--- src/design/cmd_decode_pkg.sv ---
// Purpose: constants for the serial flash command decoder
// Assumes: single-wire opcode byte, msb first, mode 0 sampling
// Notes: opcode values, address byte counts and frame widths
package cmd_decode_pkg;
  localparam logic [7:0] OP_READ = 8'h03;
  localparam logic [7:0] OP_READ_W = 8'h13;
  localparam logic [7:0] OP_FAST = 8'h0B;
  localparam logic [7:0] OP_FAST_W = 8'h0C;
  localparam logic [7:0] OP_DOR = 8'h3B;
  localparam logic [7:0] OP_DOR_W = 8'h3C;
  localparam logic [7:0] OP_QOR = 8'h6B;
  localparam logic [7:0] OP_QOR_W = 8'h6C;
  localparam logic [7:0] OP_DIOR = 8'hBB;
  localparam logic [7:0] OP_DIOR_W = 8'hBC;
  localparam logic [7:0] OP_QIOR = 8'hEB;
  localparam logic [7:0] OP_QIOR_W = 8'hEC;
  localparam logic [7:0] OP_DDR = 8'hED;
  localparam logic [7:0] OP_DDR_W = 8'hEE;
  localparam logic [7:0] OP_PP = 8'h02;
  localparam logic [7:0] OP_PP_W = 8'h12;
  localparam logic [7:0] OP_QPP = 8'h32;
  localparam logic [7:0] OP_QPP_W = 8'h34;
  localparam logic [7:0] OP_SE = 8'h20;
  localparam logic [7:0] OP_SE_W = 8'h21;
  localparam logic [7:0] OP_HBE = 8'h52;
  localparam logic [7:0] OP_HBE_W = 8'h53;
  localparam logic [7:0] OP_BE = 8'hD8;
  localparam logic [7:0] OP_BE_W = 8'hDC;
  localparam logic [7:0] OP_LRD = 8'h3D;
  localparam logic [7:0] OP_LRD_W = 8'hE0;
  localparam logic [7:0] OP_LCK = 8'h36;
  localparam logic [7:0] OP_LCK_W = 8'hE1;
  localparam logic [7:0] OP_ULK = 8'h39;
  localparam logic [7:0] OP_ULK_W = 8'hE2;
  localparam logic [7:0] OP_PPS = 8'hFB;
  localparam logic [7:0] OP_PPS_W = 8'hE3;
  localparam logic [7:0] OP_PARAM_RD = 8'h5A;
  localparam logic [7:0] OP_ANY_RD = 8'h65;
  localparam logic [7:0] OP_ANY_WR = 8'h71;
  localparam logic [7:0] OP_SEC_ER = 8'h44;
  localparam logic [7:0] OP_SEC_PG = 8'h42;
  localparam logic [7:0] OP_SEC_RD = 8'h48;
  localparam logic [7:0] OP_ID_RD = 8'h9F;
  localparam logic [7:0] OP_REG_WR = 8'h01;
  localparam logic [7:0] OP_WEN_NV = 8'h06;
  localparam logic [7:0] OP_WEN_V = 8'h50;
  localparam logic [7:0] OP_WIDE_EN = 8'hB7;
  localparam logic [7:0] OP_WIDE_EX = 8'hE9;
  localparam logic [7:0] OP_TRN_RD = 8'h41;
  localparam logic [7:0] OP_TRN_NV = 8'h43;
  localparam logic [7:0] OP_TRN_V = 8'h4A;
  localparam logic [2:0] ADDR_NONE = 3'h0;
  localparam logic [2:0] ADDR_NARROW = 3'h3;
  localparam logic [2:0] ADDR_WIDE = 3'h4;
  localparam int BYTE_BITS = 8;
  localparam logic [2:0] BIT_LAST = 3'h7;
  typedef enum logic [3:0] {
    CLS_NONE, CLS_READ, CLS_PROGRAM, CLS_ERASE, CLS_PARAM, CLS_REG_ACCESS,
    CLS_SECURITY, CLS_LOCK, CLS_ID, CLS_WRITE_EN, CLS_MODE, CLS_TRAINING
  } class_type;
endpackage

--- src/design/flash_command_address_decoder.sv ---
// Purpose: opcode capture and address length selection of a serial flash
// Assumes: host link clock sampled by i_clk, well below half its rate
// Notes: one-wire opcode shift; four-wire flag supplied from outside
// Operation
// - dedicated opcodes always take four address bytes
// - mode bit set gives legacy commands four bytes
// - any reset reloads mode bit from default
// - legacy opcodes follow the address mode bit
// - pointer protect under both opcodes
// - mode enter and exit, valid four-wire
// - identification read, no address, four-wire valid
// - parameter read, three or four bytes
// - register write opcode, no address
// - nonvolatile write enable, no address
// - volatile write enable, no address
// - training pattern read, no address
// - training nonvolatile program, no address
// - training volatile write, no address
// - drop command ending off byte boundary
`timescale 1ns/1ns
`default_nettype none
module flash_command_address_decoder (
  input wire logic i_clk,
  input wire logic i_rst,
  input wire logic i_sclk,
  input wire logic i_cs_n,
  input wire logic i_si,
  input wire logic i_sw_reset,
  input wire logic i_addr_len_default_bit,
  input wire logic i_four_wire_command_mode,
  output logic o_opcode_valid,
  output logic [7:0] o_opcode,
  output cmd_decode_pkg::class_type o_cmd_class,
  output logic [2:0] o_addr_bytes,
  output logic o_cmd_legal,
  output logic o_cmd_done,
  output logic o_cmd_discard,
  output logic o_addr_len_volatile_bit
);
  import cmd_decode_pkg::*;

  // ----------------------------------------
  // input synchronisers
  // ----------------------------------------
  logic [1:0] sclk_sync_q, cs_sync_q, si_sync_q, rst_sync_q;
  logic [1:0] sclk_sync_d, cs_sync_d, si_sync_d, rst_sync_d;
  logic sclk_prev_q, cs_prev_q;
  logic sclk_prev_d, cs_prev_d;
  // only the second stage feeds logic
  always_comb begin
    sclk_sync_d = {sclk_sync_q[0], i_sclk};
    cs_sync_d = {cs_sync_q[0], i_cs_n};
    si_sync_d = {si_sync_q[0], i_si};
    rst_sync_d = {rst_sync_q[0], i_sw_reset};
    sclk_prev_d = sclk_sync_q[1];
    cs_prev_d = cs_sync_q[1];
  end

  // reset to idle pin levels, so no false edge after reset
  always_ff @(posedge i_clk or posedge i_rst) begin
    if (i_rst) begin
      sclk_sync_q <= 2'h0;
      cs_sync_q <= 2'h3;
      si_sync_q <= 2'h0;
      rst_sync_q <= 2'h0;
      sclk_prev_q <= 1'b0;
      cs_prev_q <= 1'b1;
    end else begin
      sclk_sync_q <= sclk_sync_d;
      cs_sync_q <= cs_sync_d;
      si_sync_q <= si_sync_d;
      rst_sync_q <= rst_sync_d;
      sclk_prev_q <= sclk_prev_d;
      cs_prev_q <= cs_prev_d;
    end
  end
  logic sclk_rise, cs_fall, cs_rise, selected, sw_rst;
  assign sclk_rise = sclk_sync_q[1] & ~sclk_prev_q;
  assign cs_fall = cs_prev_q & ~cs_sync_q[1];
  assign cs_rise = ~cs_prev_q & cs_sync_q[1];
  assign selected = ~cs_sync_q[1];
  assign sw_rst = rst_sync_q[1];

  // ----------------------------------------
  // opcode classification
  // ----------------------------------------
  function automatic logic is_wide_op(input logic [7:0] op);
    case (op)
      OP_READ_W, OP_FAST_W, OP_DOR_W, OP_QOR_W, OP_DIOR_W, OP_QIOR_W, OP_DDR_W,
      OP_PP_W, OP_QPP_W, OP_SE_W, OP_HBE_W, OP_BE_W, OP_LRD_W, OP_LCK_W,
      OP_ULK_W, OP_PPS_W: is_wide_op = 1'b1;
      default: is_wide_op = 1'b0;
    endcase
  endfunction

  function automatic logic is_mode_op(input logic [7:0] op);
    case (op)
      OP_PARAM_RD, OP_READ, OP_FAST, OP_DOR, OP_QOR, OP_DIOR, OP_QIOR, OP_DDR,
      OP_PP, OP_QPP, OP_SE, OP_HBE, OP_BE, OP_ANY_RD, OP_ANY_WR, OP_SEC_ER,
      OP_SEC_PG, OP_SEC_RD, OP_LRD, OP_LCK, OP_ULK, OP_PPS: is_mode_op = 1'b1;
      default: is_mode_op = 1'b0;
    endcase
  endfunction

  function automatic class_type op_class(input logic [7:0] op);
    case (op)
      OP_READ, OP_READ_W, OP_FAST, OP_FAST_W, OP_DOR, OP_DOR_W, OP_QOR, OP_QOR_W,
      OP_DIOR, OP_DIOR_W, OP_QIOR, OP_QIOR_W, OP_DDR, OP_DDR_W: op_class = CLS_READ;
      OP_PP, OP_PP_W, OP_QPP, OP_QPP_W: op_class = CLS_PROGRAM;
      OP_SE, OP_SE_W, OP_HBE, OP_HBE_W, OP_BE, OP_BE_W: op_class = CLS_ERASE;
      OP_PARAM_RD: op_class = CLS_PARAM;
      OP_ANY_RD, OP_ANY_WR, OP_REG_WR: op_class = CLS_REG_ACCESS;
      OP_SEC_ER, OP_SEC_PG, OP_SEC_RD: op_class = CLS_SECURITY;
      OP_LRD, OP_LRD_W, OP_LCK, OP_LCK_W, OP_ULK, OP_ULK_W, OP_PPS, OP_PPS_W:
        op_class = CLS_LOCK;
      OP_ID_RD: op_class = CLS_ID;
      OP_WEN_NV, OP_WEN_V: op_class = CLS_WRITE_EN;
      OP_WIDE_EN, OP_WIDE_EX: op_class = CLS_MODE;
      OP_TRN_RD, OP_TRN_NV, OP_TRN_V: op_class = CLS_TRAINING;
      default: op_class = CLS_NONE;
    endcase
  endfunction

  // commands that may not be issued in four-wire mode
  function automatic logic single_wire_only(input logic [7:0] op);
    case (op)
      OP_READ, OP_READ_W, OP_FAST, OP_FAST_W, OP_DOR, OP_DOR_W, OP_QOR, OP_QOR_W,
      OP_DIOR, OP_DIOR_W, OP_QPP, OP_QPP_W: single_wire_only = 1'b1;
      default: single_wire_only = 1'b0;
    endcase
  endfunction

  // ----------------------------------------
  // frame state
  // ----------------------------------------
  typedef enum logic [1:0] {ST_IDLE, ST_OPCODE, ST_BODY} frame_type;
  frame_type state_q, state_d;
  logic [2:0] bit_cnt_q, bit_cnt_d;
  logic [7:0] shift_q, shift_d;
  logic [7:0] opcode_q, opcode_d;
  class_type class_q, class_d;
  logic [2:0] addr_bytes_q, addr_bytes_d;
  logic legal_q, legal_d;
  logic valid_q, valid_d;
  logic done_q, done_d;
  logic discard_q, discard_d;
  logic mode_q, mode_d;
  logic reload_q, reload_d;
  logic [7:0] op_next;
  class_type cls_next;

  always_comb begin
    state_d = state_q;
    bit_cnt_d = bit_cnt_q;
    shift_d = shift_q;
    opcode_d = opcode_q;
    class_d = class_q;
    addr_bytes_d = addr_bytes_q;
    legal_d = legal_q;
    valid_d = 1'b0;
    done_d = 1'b0;
    discard_d = 1'b0;
    op_next = {shift_q[6:0], si_sync_q[1]};
    cls_next = op_class(op_next);
    case (state_q)
      ST_IDLE: begin
        if (cs_fall) begin
          state_d = ST_OPCODE;
          bit_cnt_d = 3'h0;
        end
      end
      ST_OPCODE: begin
        if (cs_rise) begin
          state_d = ST_IDLE;
          discard_d = 1'b1;
        end else if (sclk_rise) begin
          shift_d = op_next;
          bit_cnt_d = bit_cnt_q + 3'h1;
          if (bit_cnt_q == BIT_LAST) begin
            state_d = ST_BODY;
            opcode_d = op_next;
            class_d = cls_next;
            valid_d = 1'b1;
            legal_d = (cls_next != CLS_NONE) &&
                      !(i_four_wire_command_mode && single_wire_only(op_next));
            if (is_wide_op(op_next)) begin
              addr_bytes_d = ADDR_WIDE;
            end else if (is_mode_op(op_next)) begin
              addr_bytes_d = mode_q ? ADDR_WIDE : ADDR_NARROW;
            end else begin
              addr_bytes_d = ADDR_NONE;
            end
          end
        end
      end
      ST_BODY: begin
        if (cs_rise) begin
          state_d = ST_IDLE;
          if (bit_cnt_q != 3'h0) begin
            discard_d = 1'b1;
          end else begin
            // only a known, allowed opcode completes
            done_d = legal_q;
          end
        end else if (sclk_rise) begin
          bit_cnt_d = bit_cnt_q + 3'h1;
        end
      end
      default: state_d = ST_IDLE;
    endcase
    if (!selected && state_q == ST_IDLE) begin
      bit_cnt_d = 3'h0;
    end
  end

  always_ff @(posedge i_clk or posedge i_rst) begin
    if (i_rst) begin
      state_q <= ST_IDLE;
      bit_cnt_q <= 3'h0;
      shift_q <= 8'h00;
      opcode_q <= 8'h00;
      class_q <= CLS_NONE;
      addr_bytes_q <= ADDR_NONE;
      legal_q <= 1'b0;
      valid_q <= 1'b0;
      done_q <= 1'b0;
      discard_q <= 1'b0;
    end else begin
      state_q <= state_d;
      bit_cnt_q <= bit_cnt_d;
      shift_q <= shift_d;
      opcode_q <= opcode_d;
      class_q <= class_d;
      addr_bytes_q <= addr_bytes_d;
      legal_q <= legal_d;
      valid_q <= valid_d;
      done_q <= done_d;
      discard_q <= discard_d;
    end
  end

  // ----------------------------------------
  // address length mode bit
  // ----------------------------------------
  // mode commands act only when a clean frame closes
  logic wide_enter, wide_exit;
  assign wide_enter = done_d && (opcode_q == OP_WIDE_EN);
  assign wide_exit = done_d && (opcode_q == OP_WIDE_EX);

  always_comb begin
    mode_d = mode_q;
    reload_d = sw_rst;
    if (wide_enter) begin
      mode_d = 1'b1;
    end else if (wide_exit) begin
      mode_d = 1'b0;
    end
    // reload outranks a mode command in the same cycle
    if (reload_q) begin
      mode_d = i_addr_len_default_bit;
    end
  end

  always_ff @(posedge i_clk or posedge i_rst) begin
    if (i_rst) begin
      mode_q <= 1'b0;
      reload_q <= 1'b1;
    end else begin
      mode_q <= mode_d;
      reload_q <= reload_d;
    end
  end

  // ----------------------------------------
  // outputs
  // ----------------------------------------
  assign o_opcode_valid = valid_q;
  assign o_opcode = opcode_q;
  assign o_cmd_class = class_q;
  assign o_addr_bytes = addr_bytes_q;
  assign o_cmd_legal = legal_q;
  assign o_cmd_done = done_q;
  assign o_cmd_discard = discard_q;
  assign o_addr_len_volatile_bit = mode_q;
endmodule
`default_nettype wire

--- config.mk ---
export PLATFORM = sky130hd
export DESIGN_NAME = flash_command_address_decoder
export DESIGN_NICKNAME = d
export VERILOG_FILES = /design/src/design/cmd_decode_pkg.sv /design/src/design/flash_command_address_decoder.sv
export SDC_FILE = /design/constraint.sdc
export NUM_CORES = 1
export LEC_CHECK = 0
export BUFFER_PORTS_ARGS = -buffer_cell sky130_fd_sc_hd__buf_2
export CAP_MARGIN = 20
export CORE_MARGIN = 1.5
export CORE_UTILIZATION = 45
export DETAILED_ROUTE_END_ITERATION = 6
export PLACE_DENSITY = 0.72
export SETUP_SLACK_MARGIN = 0.2
export SLEW_MARGIN = 20
export SYNTH_ARGS = -nofsm -noshare
export SYNTH_HDL_FRONTEND = slang
export SYNTH_SLANG_ARGS = --single-unit
--- constraint.sdc ---
create_clock -name i_clk -period 1.9 [get_ports i_clk]
set_clock_uncertainty 0.15 [all_clocks]
set_input_delay 0.095 -clock i_clk [delete_from_list [all_inputs] [get_ports i_clk]]
set_output_delay 0.095 -clock i_clk [all_outputs]
set_load 0.03 [all_outputs]
; Word-level counts from Yosys, hierarchy flattened
; Cells that the tools add are included.
[word_totals]
register_bits = 43
input_bits = 8
out_inout_bits = 20
wordCells = 158
[classes]
addsub = 1
eq_ne = 59
n_mux = 45
bitwise = 7
n_reduce_logical = 28
[op_table]
columns = op, count
row1 = "== test 8 bit, second input constant", 18
row2 = "== test 8 x 7 -> 1 bit, second input constant", 14
row3 = "== test 8 x 6 -> 1 bit, second input constant", 9
row4 = one-hot mux 4 bit (11 select lines), 1
row5 = two-way mux 1 bit, 29
row6 = OR reduction 22 bit, 1
row7 = two-way mux 3 bit, 7
row8 = "== test 8 x 2 -> 1 bit, second input constant", 2
row9 = "== test 8 x 4 -> 1 bit, second input constant", 2
row10 = "== test 8 x 5 -> 1 bit, second input constant", 2
row11 = OR reduction 16 bit, 1
row12 = OR reduction 14 bit, 1
row13 = AND reduction 4 bit, 3
row14 = OR reduction 12 bit, 1
row15 = two-way mux 2 bit, 5
row16 = nonzero test 3 bit, 3
row17 = OR reduction 3 bit, 3
row18 = "== test 8 x 1 -> 1 bit, second input constant", 1
row19 = "== test 8 x 3 -> 1 bit, second input constant", 1
row20 = OR reduction 8 bit, 1
row21 = "!= test 3 x 2 -> 1 bit, second input constant", 2
row22 = "!= test 3 bit, second input constant", 2
row23 = one-hot mux 2 bit (3 select lines), 1
row24 = one-hot mux 3 bit (2 select lines), 1
row25 = 17 further kinds, 29

; Logic depth before layout (Yosys ltp)
[depth]
word_depth = 14
mapped_depth = 8
depth_no_buf = 8

; Worst setup path before layout
; Ideal clock, no wire load.
[synth_path]
path_type = register to register
start = register cs_sync_q[1]
end = register addr_bytes_q[1] (netlist: o_addr_bytes[1])
setup_time_ns = 0.104
arrival_ns = 1.635
slack_ns = 0.011
path_stages_with_launch = 8
period_less_slack_ns = 1.889
path_cell_list = dfstp_2 nand2b_1 clkbuf_1 nand4_1 clkbuf_1 clkbuf_1 nand2_1 o41ai_2
[synth_between]
elab_chain_cells = 3
[synth_lines]
columns = item, line
row1 = start: declaration, flash_command_address_decoder.sv:45  ; logic [1:0] sclk_sync_q, cs_sync_q, si_sync_q, rst_sync_q;
row2 = start signal: assignment, flash_command_address_decoder.sv:70  ; cs_sync_q <= cs_sync_d;
row3 = AND 1 bit, flash_command_address_decoder.sv:80  ; assign cs_rise = ~cs_prev_q & cs_sync_q[1];
row4 = NOT 1 bit (no line), --
row5 = AND reduction 4 bit (no line), --
row6 = end signal: assignment, flash_command_address_decoder.sv:234  ; addr_bytes_q <= addr_bytes_d;
row7 = end: declaration, flash_command_address_decoder.sv:142  ; logic [2:0] addr_bytes_q, addr_bytes_d;
; Every way passes these cells.
; A chain may end at the register's enable or synchronous reset.

; Worst setup path in the final report
[layout_path]
start = register shift_q[6]
end = register class_q[1] (netlist: o_cmd_class[1])
[layout_between]
elab_chain_cells = 3
[layout_lines]
columns = item, line
row1 = start: declaration, flash_command_address_decoder.sv:139  ; logic [7:0] shift_q, shift_d;
row2 = start signal: assignment, flash_command_address_decoder.sv:231  ; shift_q <= shift_d;
row3 = == test 8 x 2 -> 1 bit (tied with other cells), flash_command_address_decoder.sv:106  ; case (op)
row4 = OR reduction 14 bit (tied with other cells), flash_command_address_decoder.sv:106
row5 = one-hot mux 4 bit (11 select lines) *, flash_command_address_decoder.sv:106
row6 = end signal: assignment, flash_command_address_decoder.sv:233  ; class_q <= class_d;
row7 = end: declaration, flash_command_address_decoder.sv:141  ; class_type class_q, class_d;
; Mark *: on every way between the ends. The rest lies on a longest branch, timed or not.

==> reports/results.tsv <==
stage	metric	value	unit
run_status	status	complete, but fails checks	
run_status	failing checks	setup timing	
hold_path	hold path endpoint	si_sync_q[1]	
placed_design	HPWL Detailed	4.529	mm
drt	Vias/cell	5.867	
timing	final hold vios	0	
critical_path	Critical Path, Cell by Cell	or3_1 > nor3_1 > o21ai_1 > and4b_1 > and4_1 > o21ai_2	
global_route	met1 Use GR	32.34	%
logic_synthesis	ys async rst share	100.0	%
logic_synthesis	Mapped Nets	282	
global_route	first-pass GRT wire length	11.78	mm
logic_synthesis	Post-synth top flop	dfrtp_1	
floorplan	height of the die	77.48	um
placed_design	placed inst area	3070	um2
placed_design	PortBufs	27	
job	number of max-cap violations	0	
drt	routed wire length per instance	19.47	um
floorplan	initial core utilization	47.66	%
power_and_ir_drop	power per cell area	1279	nW/um2
logic_synthesis	Post-synth EDFFs	0	
timing	unrepaired setup endpoints after global routing	yes	
critical_path	slowest stage delay, CP	0.49	ns
logic_synthesis	Seq/Total Area, Yosys	42.31	%
timing	period utilization	112.2	%
logic_synthesis	Synth cell types	58	
critical_path	sum of buffers and inverters on the critical path	0	
critical_path	Worst EP required	1.98	ns
critical_path	CP startpoint	shift_q[6]	
drt	initial drt markers	283	
layout	Nets	401	
floorplan	core area	5238	um2
critical_path	reg-to-reg startpoint	shift_q[6]	
drt	Residual DRC	0	
drt	Routed Antenna Nets	0	
drt	Detailed Routing Iterations Pass 1	5	
critical_path	Crit path arrival time	2.21	ns
critical_path	crit end category	register	
layout	ANT cells	0	
drt	routed wire length	8.897	mm
logic_synthesis	main combinational cell family by area after synthesis	simple AND/OR/NAND/NOR gates	
global_route	total congestion overflow	0	
hold_path	Worst Hold Depth	0	
critical_path	Max FO, Critical Path	8	
layout	fin area	3920	um2
hold_path	Min-Delay Path Class	register to register	
global_route	largest net degree at the start of global routing	43	
timing	Max Fclk	0.4689	GHz
timing	min Tclk post-route	2.133	ns
layout	P&R area growth vs syn	57.04	%
logic_synthesis	Syn. warnings	0	
critical_path	Slowest-stage cell, CP	dfrtp_2	
cts	Root Buffer	clkbuf_8	
timing	PnR worst setup slack	-0.2327	ns
logic_synthesis	area leader, netlist	dfrtp_1	
logic_synthesis	Compound-Gate Fraction of Synth Area	13.73	%
power_and_ir_drop	Pwr Total	5.015	mW
timing	final setup fails	6	
cts	Worst-Skew Late Latency	0.30	ns
logic_synthesis	xor/xnor share of the synthesized area	2.105	%
global_route	GRT Overall Usage	24.88	%
cts	Clock Pin Slew Worst Setup and Hold Paths	0.08	ns
global_route	vias in the first global route	2375	
timing	Worst Max-Slew Pin Slew	0.5234	ns
logic_synthesis	Post-Synth Adder-Cell Area	3.509	%
layout	layout cells sized above 1	56.59	%
critical_path	Critical Path Start Type	register	
global_route	initial antenna violation count	0	
timing	Fin Setup TNS	-0.8490	ns
floorplan	FP Rows	26	
timing	worst rel slew slack	65.11	%
cts	Sink Count	42	
global_route	GR Layer Usage met3	4.471	%
critical_path	flop-to-flop setup slack	-0.23	ns
floorplan	I/O pin cnt	28	
global_route	met2 Resource Use GR	43.51	%
logic_synthesis	Syn Area/Cell	9.349	um2
placed_design	Placer Congestion	0.9692	
cts	cts bufs inserted	5	
global_route	layer with the highest usage	met2	
critical_path	RR Endpoint	o_cmd_class[1]	
logic_synthesis	mapped cell area	2496	um2
layout	most frequent cells in the layout	buf_4 (77), nand2_1 (40), dfrtp_1 (30)	
power_and_ir_drop	Peak VDD IR	809.4	uV
cts	Max Buffers Root-to-Sink	2	
hold_path	worst hold path startpoint	si_sync_q[0]	
timing	max-slew violation count	0	
floorplan	Die Span X	77.48	um
floorplan	Die ar.	6003	um2
logic_synthesis	Post-Synth Simple-Gate Area	29.52	%
logic_synthesis	mux contribution to synthesized area	2.707	%
cts	H-tree levels	2	
logic_synthesis	Seq cells post-synth	42	
critical_path	CP top delay family	simple AND/OR/NAND/NOR gates	
timing	WHS	0.2026	ns
critical_path	worst r2r path cells	6	
cts	CTS tree	done	
power_and_ir_drop	Lkg Pwr	1.757	nW
critical_path	WS Path Type	register to register	
logic_synthesis	Synth area leaders	dfrtp_1 (38%), nand2_1 (7.4%), dfstp_2 (4.2%), ha_1 (3.5%), nor2_1 (3.3%)	
drt	vias post-DR	2681	
logic_synthesis	Yosys top cell area share	38.10	%
layout	most common cell after layout, fill and taps aside	buf_4	
logic_synthesis	Synth Instances	267	
==> what timing repair did <==
action | 4_1_cts | 5_1_grt
gates cloned | 1 | 1
buffers inserted | 27 | 12
gates resized for setup | 43 | 55
endpoints found under the setup margin | 26 | 26
hold endpoints to repair | 44 | 0
hold buffers | 7 | 0
pin swaps | 17 | 20
==> worst max path at each step <==
stage	to	slack (ns)	cells after the start
after floorplan	o_cmd_class[1]	0.07	6
after global placement	o_cmd_class[1]	-0.21	6
after detailed placement	o_cmd_class[1]	-0.17	6
after CTS	o_cmd_legal	-0.09	7
after global routing	o_cmd_class[1]	-0.32	6
final	o_cmd_class[1]	-0.23	6
==> synth_stat cells (all sizes together), types with 3 or more instances <==
| cell type | instances |
|---|---|
| ha | 7 |
| nand3b | 6 |
| dfstp | 4 |
| or3 | 3 |
| nand3 | 4 |
| inv | 9 |
| and4 | 3 |
| a32oi | 3 |
| a21oi | 4 |
| nor4b | 4 |
| o21ai | 17 |
| nor2 | 22 |
| xnor2 | 4 |
| a211oi | 3 |
| nand2b | 7 |
| clkbuf | 4 |
| and2 | 3 |
| mux2 | 6 |
| dfrtp | 38 |
| nor3 | 9 |
| nor3b | 4 |
| nand2 | 49 |
| nor4 | 7 |
| buf | 16 |
==> cells by family (layout without fill, tap and decap cells) <==
group                    after synthesis  count (layout)
AND/OR/NAND/NOR                      134             134
AO/OA/AOI/OAI                         43              43
flip-flops                            42              42
buffers and inverters                 29             149
adder cells (fa/ha/maj)                7               7
XOR/XNOR                               6               6
multiplexers                           6               6
==> power by group <==
part           total (mW)  internal [mW]  leakage, nW  switching, mW
logic                3.14           1.63         1.18           1.51
clock network       0.590          0.258       0.0441          0.331
registers            1.29           1.03        0.532          0.260
total                5.01           2.92         1.76           2.10
==> per-stage QoR <==
| stage | cells | setup slack [ns] | utilization, % |
|---|---|---|---|
| 2_1_floorplan | 267 | 0.07192 | - |
| 3_3_place_gp | 401 | -0.2078 | 58.62 |
| 3_5_place_dp | 401 | -0.1665 | 58.62 |
| 4_1_cts | 444 | -0.08978 | 68.44 |
| 5_1_grt | 457 | -0.3227 | 74.84 |
| 6_report | 457 | -0.2327 | 74.84 |
==> state kept, by name, indices dropped and copies added (netlist names) <==
signal                   flops
o_addr_bytes                 2
sclk_prev_q                  1
o_cmd_legal                  1
sclk_sync_q                  2
rst_sync_q                   2
si_sync_q                    2
cs_prev_q                    1
o_opcode_valid               1
o_addr_len_volatile_bit      1
reload_q                     1
shift_q                      7
o_opcode                     8
o_cmd_done                   1
o_cmd_discard                1
o_cmd_class                  4
bit_cnt_q                    3
state_q                      2
cs_sync_q                    2
==> cell type report <==
cell class / instances / area [um2]
clock buffers: 5 / 68.82
clock inverters: 3 / 21.27
fillers: 320 / 1318
inverters: 9 / 37.54
multi-input cells: 196 / 1594
flip-flops and latches: 42 / 1066
well taps: 70 / 87.58
repair buffers: 131 / 1037
repair inverters: 1 / 7.507
==> routing by layer <==
metal | wire [um] | up-vias
met5 | 0 | -
met4 | 451 | 0
met3 | 573 | 57
met2 | 4459 | 168
met1 | 3413 | 1277
li1 | - | 1179
(Power assumes the default switching activity.)
